File: src/design/dac_reference_pkg.sv
// Package for the 5-bit reference converter control block.
// Assumes an APB slave with 32-bit data; registers are 8 bits wide in the low byte.
package dac_reference_pkg;

    // ------------------------------------------------------------------
    // Register map
    // ------------------------------------------------------------------
    localparam logic [11:0] DAC_CONTROL_MAIN_ADDR = 12'h000;
    localparam logic [11:0] DAC_LEVEL_SELECT_ADDR = 12'h004;

    // ------------------------------------------------------------------
    // Field positions and reset values
    // ------------------------------------------------------------------
    localparam int CONVERTER_ON_BIT          = 7;
    localparam int PIN_ONE_DRIVE_ON_BIT      = 5;
    localparam int PIN_TWO_DRIVE_ON_BIT      = 4;
    localparam int POSITIVE_SOURCE_SEL_BIT   = 2;
    localparam int LEVEL_CODE_WIDTH          = 5;
    localparam logic [7:0] CONTROL_MAIN_MASK = 8'hB4;
    localparam logic [7:0] LEVEL_SELECT_MASK = 8'h1F;
    localparam logic [7:0] CONTROL_MAIN_RESET = 8'h00;
    localparam logic [7:0] LEVEL_SELECT_RESET = 8'h00;

    // ------------------------------------------------------------------
    // Carriers
    // ------------------------------------------------------------------
    typedef struct packed {
        logic        psel;
        logic        penable;
        logic        pwrite;
        logic [11:0] paddr;
        logic [31:0] pwdata;
    } apb_req_s;

    typedef struct packed {
        logic                        ladderOn;
        logic [LEVEL_CODE_WIDTH-1:0] levelCode;
        logic                        positiveSourceSelect;
        logic                        pinOneDriveOn;
        logic                        pinTwoDriveOn;
    } analog_ctrl_s;

endpackage : dac_reference_pkg

File: src/design/dac_reference_control.sv
// APB register slave and control decode for a 5-bit reference converter.
// Assumes a same-clock APB master; the analog ladder sits outside this module.
// The analog side samples analogCtrl as plain levels; it sees no strobe.
//
// Implementation choices: the register addresses and the APB slave port.
`timescale 1ns/1ps
`default_nettype none

module dac_reference_control
    import dac_reference_pkg::*;
(
    input  wire logic         ref_clk,
    input  wire logic         rst_n,
    input  wire apb_req_s     apbReq,
    output logic              pready,
    output logic [31:0]       prdata,
    output logic              pslverr,
    output analog_ctrl_s      analogCtrl
);

    // ------------------------------------------------------------------
    // Register storage
    // ------------------------------------------------------------------
    logic [7:0]   controlMain;
    logic [7:0]   levelSelect;
    logic [7:0]   next_controlMain;
    logic [7:0]   next_levelSelect;
    logic [31:0]  next_prdata;
    logic         next_pslverr;
    analog_ctrl_s next_analogCtrl;
    logic         accessPhase;
    logic         hitMain;
    logic         hitLevel;

    // ------------------------------------------------------------------
    // Helpers
    // ------------------------------------------------------------------
    // A disabled converter must not leak any selection to the analog side.
    function automatic logic gateOn(input logic enable, input logic field);
        return enable & field;
    endfunction : gateOn

    // Only the implemented bits of a written byte are kept, so the rest read zero.
    function automatic logic [7:0] keepImplemented(input logic [7:0] data, input logic [7:0] mask);
        return data & mask;
    endfunction : keepImplemented

    // Registers are eight bits wide and sit in the low byte of the bus word.
    function automatic logic [31:0] toBusWord(input logic [7:0] value);
        return {24'h00_0000, value};
    endfunction : toBusWord

    // ------------------------------------------------------------------
    // Bus decode and register update
    // ------------------------------------------------------------------
    // Every access completes in its first access cycle, so pready is constant high.
    assign pready      = 1'b1;
    assign accessPhase = apbReq.psel && apbReq.penable;
    assign hitMain     = apbReq.paddr == DAC_CONTROL_MAIN_ADDR;
    assign hitLevel    = apbReq.paddr == DAC_LEVEL_SELECT_ADDR;

    always_comb begin
        next_controlMain = controlMain;
        next_levelSelect = levelSelect;
        next_prdata      = 32'h0000_0000;
        next_pslverr     = 1'b0;
        if (accessPhase && apbReq.pwrite && hitMain) begin
            next_controlMain = keepImplemented(apbReq.pwdata[7:0], CONTROL_MAIN_MASK);
        end
        if (accessPhase && apbReq.pwrite && hitLevel) begin
            next_levelSelect = keepImplemented(apbReq.pwdata[7:0], LEVEL_SELECT_MASK);
        end
        // Read data is registered for the cycle after setup so it is valid in access.
        if (apbReq.psel && !apbReq.penable && !apbReq.pwrite) begin
            if (hitMain) begin
                next_prdata = toBusWord(controlMain);
            end else if (hitLevel) begin
                next_prdata = toBusWord(levelSelect);
            end
        end
        if (apbReq.psel && !apbReq.penable && !hitMain && !hitLevel) begin
            next_pslverr = 1'b1;
        end
    end

    // ------------------------------------------------------------------
    // Analog control decode
    // ------------------------------------------------------------------
    always_comb begin
        // Gating on the enable keeps the ladder idle so a disabled part draws no current.
        next_analogCtrl.ladderOn             = next_controlMain[CONVERTER_ON_BIT];
        next_analogCtrl.levelCode            = next_controlMain[CONVERTER_ON_BIT]
                                               ? next_levelSelect[LEVEL_CODE_WIDTH-1:0]
                                               : '0;
        next_analogCtrl.positiveSourceSelect = gateOn(next_controlMain[CONVERTER_ON_BIT],
                                                      next_controlMain[POSITIVE_SOURCE_SEL_BIT]);
        next_analogCtrl.pinOneDriveOn        = gateOn(next_controlMain[CONVERTER_ON_BIT],
                                                      next_controlMain[PIN_ONE_DRIVE_ON_BIT]);
        next_analogCtrl.pinTwoDriveOn        = gateOn(next_controlMain[CONVERTER_ON_BIT],
                                                      next_controlMain[PIN_TWO_DRIVE_ON_BIT]);
    end

    // ------------------------------------------------------------------
    // State registers
    // ------------------------------------------------------------------
    // The decode reads the next register values, so the analog controls change
    // at the very edge that takes the write and never lag the register by a cycle.

    always_ff @(posedge ref_clk) begin
        if (!rst_n) begin
            controlMain <= CONTROL_MAIN_RESET;
            levelSelect <= LEVEL_SELECT_RESET;
            prdata      <= 32'h0000_0000;
            pslverr     <= 1'b0;
            analogCtrl  <= '0;
        end else begin
            controlMain <= next_controlMain;
            levelSelect <= next_levelSelect;
            prdata      <= next_prdata;
            pslverr     <= next_pslverr;
            analogCtrl  <= next_analogCtrl;
        end
    end
endmodule : dac_reference_control
`default_nettype wire

File: config.mk
export PLATFORM = sky130hd
export DESIGN_NAME = dac_reference_control
export DESIGN_NICKNAME = d
export VERILOG_FILES = /design/src/design/dac_reference_pkg.sv /design/src/design/dac_reference_control.sv
export SDC_FILE = /design/constraint.sdc
export NUM_CORES = 1
export LEC_CHECK = 0
export ABC_CLOCK_PERIOD_IN_PS = 2370
export CORE_MARGIN = 3
export CORE_UTILIZATION = 25
export DETAILED_ROUTE_END_ITERATION = 16
export DONT_BUFFER_PORTS = 1
export GPL_TIMING_DRIVEN = 0
export MAX_ROUTING_LAYER = met4
export PLACE_DENSITY = 0.44
export SLEW_MARGIN = 20
export SYNTH_ARGS = -nofsm -noshare
export SYNTH_HDL_FRONTEND = slang
export SYNTH_SLANG_ARGS = --single-unit
File: constraint.sdc
create_clock -name ref_clk -period 2.37 [get_ports ref_clk]
set_input_delay 0 -clock ref_clk [delete_from_list [all_inputs] [get_ports ref_clk]]
set_output_delay 0 -clock ref_clk [all_outputs]
set_load 0.02 [all_outputs]
==> impl_metrics.ini, run 1 <==
[synthesis]
synth_cell_types = 25
syn_area_um2 = 1130
synth_top_area_frac = 0.444
ys_ff_latch = 25
synth-seq-area-share = 0.444
syn_area_per_cell_um2 = 9.64
syn_inst = 117
yosys_warnings = 0
synth_area_leaders = dfxtp_1 44%, buf_4 18%, mux2i_1 6.2%
synth_top_cell_by_area = dfxtp_1

[timing]
report.final.slew_viol_count = 0
slew_headroom = 0.641
fin_worst_skew_ns = 0.00238
tightest_slew_ns = 0.534
hold_viol = 0
fmax_mhz = 620
finalCritPeriodShare = 0.680
rsz0062_at_grt = no
setup_violations = 0
tns_ns = 0
min_period_ns = 1.61

[critical_path]
required_ns = 2.58
r2r-start = controlMain[2]
cp_cell_sequence = dlygate4sd3_1, nand3b_1, dlygate4sd3_1, a31oi_1, dlygate4sd3_1
worstPathArrival_ns = 1.82
slowest_delay_ns = 0.56
crit_start = apbReq[46]
crit_path_end_kind = flip-flop
path_max_fanout = 4
critical_path_class = primary input to flip-flop
crit_top_cell = dlygate4sd3_1
start_kind = primary input
critPathSlowestCell = dlygate4sd3_1

[clock_tree]
cts_tree = built
cts_htree_levels = 1
cts_made_buffers = 3
cts-resized-gates = 0
clk_pin_slew_worst_paths_ns = 0.09
post-cts-setup-buffers = 0
clk-insertion-delay-late_ns = 0.26
cts_root_buf = clkbuf_8
clk_path_buf_depth = 2
clock_sinks = 25

[cells_and_area]
fillers = 423
drive_gt1_frac = 0.233
area_growth_syn_to_layout_pct = 30.3
nets = 209
fin_cells = 209
antennaDiodeCount = 0

[route]
drt-wirelength-per-cell_um = 11.3
drt_iter0_markers = 54
ant_nets = 0
wirelength_um = 2360
drt_pass1_iterations = 4
route.detailed.drc = 0
via_per_inst = 3.91
vias = 817

[die]
fp.dieArea_um2 = 5350
row_count = 23
die_h_um = 73.2
ios = 92
die_x_um = 73.2
start_util = 0.270
core-area_um2 = 4170

[pwr]
peakVddDrop_v = 0.000198
powerDensity_nw_per_um2 = 526
leakagePower_nw = 0.679

[place]
gp_congestion = 0.763
dp.cells = 191
numPortBuffers = 0
hpwlAfterDp_um = 1860

[worst_hold_path]
hp-start = apbReq[7]
worst_hold_path_type = primary input to flip-flop

[global_routing]
grtUsageMet1 = 0.102
grt_pass1_wl_um = 3510
gr-usage-all-layers = 0.0867
antenna_found_initial = 0
grt_pass1_vias = 770
grt_util_met2 = 0.140
grt_max_degree = 16
grtUsageMet3 = 0.0248
overflow = 0
grt_busiest_layer = met2

[run_status]
outcome = complete, no violations

[flow_run]
max-cap-violations = 0
-- routing by layer --
metal  part of all wire  wire length (µm)
met1               0.41               972
met2               0.45              1070
met3               0.12               293
met4             0.0093                22
met5                  0                 0
-- where the power goes --
part / internal [mW] / switching, mW
registers: 0.420 / 0.00107
logic: 0.0486 / 0.0533
clock network: 0.119 / 0.130
-- placed cells by master, fill, tap and decap left out, types with 2 or more instances in the layout --
cell type and count:
nor2_1 9, nor2b_1 5, mux2i_1 7, nand4_1 2, clkbuf_8 3, a21boi_0 3
dfxtp_1 25, dlygate4sd3_1 14, conb_1 26, inv_1 2, nor4_2 2, buf_4 27
and2_1 5, a21boi_1 3, nand2_1 8, nand3_1 6
-- synthesized netlist by cell type (all sizes together) --
cell    number
nor4bb       1
inv          2
nand4        3
nor4         2
nor3         1
mux2i        7
mux2         1
nand2        8
nand3b       1
a31oi        1
nor2         9
and4b        1
and4         2
and2         5
clkbuf       1
a21boi       6
conb         2
buf         28
nor2b        5
dfxtp       25
nand3        6
-- worst max-delay path: cells and delay by family --
kind | cells | cell delay (ns)
buffers and inverters | 3 | 1.63
AOI/OAI and AO/OA | 1 | 0.13
and+or+nand+nor | 1 | 0.06
-- cell type report --
cell class,instances,area (µm²),share of cell area
multi-input combinational,85,492,0.335
timing repair buffer,14,140,0.0954
sequential,25,500,0.341
buffer,29,218,0.148
clock buffer,3,41.3,0.0281
inverter,2,7.51,0.00511
tap,50,62.6,0.0426
clock inverter,1,7.51,0.00511
-- cells by family (layout without fill, tap and decap cells) --
family | Yosys count | count (layout) | share of synthesized area
AOI/OAI and AO/OA | 7 | 7 | 0.0455
and+or+nand+nor | 44 | 44 | 0.229
other | 2 | 26 | 0.00666
DFF | 25 | 25 | 0.444
muxes | 8 | 8 | 0.0755
buffers and inverters | 31 | 49 | 0.200
-- state kept, by name, summed over array words and instances (netlist names), named ones only --
register     count
controlMain      3
analogCtrl       8
levelSelect      5
prdata           7
pslverr          1
-- path summary, 6_finish.rpt --
check / endpoint / slack, ns / cells past startpoint
max reg2reg: controlMain[2] / 1.18 / 3
min reg2reg: prdata[1] / 0.47 / 1
max: pslverr / 0.76 / 5
min: flip-flop / 0.03 / 3
-- repair_timing --
| item | in CTS | in global routing |
|---|---|---|
| hold endpoints to repair | 24 | 0 |
| hold buffers | 14 | 0 |
| endpoints found under the setup margin | 0 | 0 |
-- metrics by stage --
step / hold slack [ns] / power [mW] / setup WS [ns] / utilization / cell area [µm²]
5_1_grt: 0.0510 / 0.803 / 0.681 / 0.352 / 1470
4_1_cts: 0.0242 / 0.782 / 0.741 / 0.352 / 1470
2_1_floorplan: 0.140 / 0.511 / 1.11 / - / 1220
3_5_place_dp: 0.153 / 0.513 / 0.961 / 0.307 / 1280
3_3_place_gp: 0.150 / 0.512 / 0.983 / 0.307 / 1280
6_report: 0.0267 / 0.772 / 0.757 / 0.352 / 1470
(Power assumes the default switching activity.)
==> run 2: changes to the inputs <==
Settings changed: ABC_CLOCK_PERIOD_IN_PS 2370 to 1300, PLACE_DENSITY 0.44 to 0.46.
Clock period 2.37 ns to 1.3 ns, I/O delays scaled along.
==> run 2 against run 1 <==
Die area unchanged. Clock skew is essentially flat. First-iteration DRC count is 48% lower. Setup slack lost 0.62 ns. Combinational power up 84%. Highest routed layer unchanged.
==> impl_metrics.ini, run 2 (synthesis results as in run 1) <==
[place]
numPortBuffers = 0
hpwlAfterDp_um = 1850
gp_congestion = 0.754
place_area_um2 = 1280

[cells_and_area]
antennaDiodeCount = 0
largestRegisters = analogCtrl (8), prdata (7), levelSelect (5)
regMostFlops = analogCtrl
nets = 208
area_growth_syn_to_layout_pct = 29.4
final_common_cell = buf_4
largest_register_ff_count = 8
fin_area_um2 = 1460
layout_common_cells = 27 x buf_4, 26 x conb_1, 25 x dfxtp_1
drive_gt1_frac = 0.234

[timing]
fmax_mhz = 860
fin_worst_skew_ns = 0.00242
hold_slack_ns = 0.00678
tns_ns = 0
setup_violations = 0
hold_viol = 0
finalCritPeriodShare = 0.895
tightest_slew_ns = 0.577
rsz0062_at_grt = no
slew_headroom = 0.613
report.final.slew_viol_count = 0
min_period_ns = 1.16

[route]
ant_nets = 0
drt_iter0_markers = 28
drt-wirelength-per-cell_um = 11.4
route.met3.wl_um = 282
route.detailed.drc = 0
wirelength_met1_um = 985
drt_pass1_iterations = 5
wirelength_um = 2380
highest_layer = met4
met2_length_um = 1080
via_per_inst = 4.07
vias = 846

[pwr]
leakagePower_nw = 0.678
total_power_mw = 1.43
powerDensity_nw_per_um2 = 979
peakVddDrop_v = 0.000353

[clock_tree]
cts_htree_levels = 1
cts_root_buf = clkbuf_8
cts-resized-gates = 0
clk-insertion-delay-late_ns = 0.27
post-cts-setup-buffers = 0
clock_sinks = 25
clk_pin_slew_worst_paths_ns = 0.09
cts_tree = built
cts_made_buffers = 3
cts_hold_buf = 13
clk_path_buf_depth = 2

[critical_path]
cp_cell_sequence = nor3_1, and4_1, buf_6, mux2_4, nor2_1
cp_num_buf_inv = 1
critical_path_class = primary input to flip-flop
critPathSlowestCell = nor3_1
slowest_delay_ns = 0.48
required_ns = 1.51
path_max_fanout = 7
crit_path_end_kind = flip-flop
crit_start = apbReq[33]
worstPathArrival_ns = 1.37
start_kind = primary input
crit_family = simple AND/OR/NAND/NOR gates

[die]
row_count = 23
start_util = 0.270
die_x_um = 73.2
die_h_um = 73.2
core-area_um2 = 4170
fp.dieArea_um2 = 5350
ios = 92

[global_routing]
grt_pass1_vias = 815
antenna_found_initial = 0
gr-usage-all-layers = 0.0905
grt_max_degree = 16
overflow = 0
grt_pass1_wl_um = 3750

[worst_hold_path]
worst_hold_path_type = primary input to flip-flop
hp-start = apbReq[35]

[run_status]
outcome = complete, no violations

[flow_run]
max-cap-violations = 0
==> run 2: final timing paths <==
path	depth (start not counted)	end	slack, ns
max	5	analogCtrl[3]	0.14
min	2	pslverr	0.007
max reg2reg	3	analogCtrl[3]	0.32
min reg2reg	1	prdata[1]	0.47
==> run 2: routing by layer <==
layer	GRT usage	up-vias
met5	-	-
met4	0.0307	0
met3	0.0248	2
met2	0.149	49
met1	0.106	376
li1	-	419
==> run 2: worst register-to-register path, delay by kind of cell, from the launching register on <==
kind,cells,cell delay (ns)
multiplexers,1,0.31
AND/OR/NAND/NOR,2,0.19
flip-flops,1,0.42
==> run 2: final cells by class <==
type,count,area [µm²]
Buffer,29,218
Clock buffer,3,41.3
Clock inverter,1,7.51
Fill cell,415,2710
Inverter,2,7.51
Multi-Input combinational cell,85,492
Sequential cell,25,500
Tap cell,50,62.6
Timing Repair Buffer,13,130
==> run 2: stage by stage <==
stage | setup slack, ns | std cells | util
final | 0.137 | 208 | 0.350
after global routing | 0.0718 | 208 | 0.350
after CTS | 0.165 | 208 | 0.350
after detailed placement | -0.115 | 191 | 0.307
after global placement | -0.0818 | 191 | 0.307
after floorplan | 0.0434 | 141 | -
==> run 2: where the power goes <==
group          total [mW]  switching [mW]  internal, mW
combinational       0.188          0.0985        0.0892
sequential          0.768         0.00193         0.766
clock               0.472           0.255         0.217
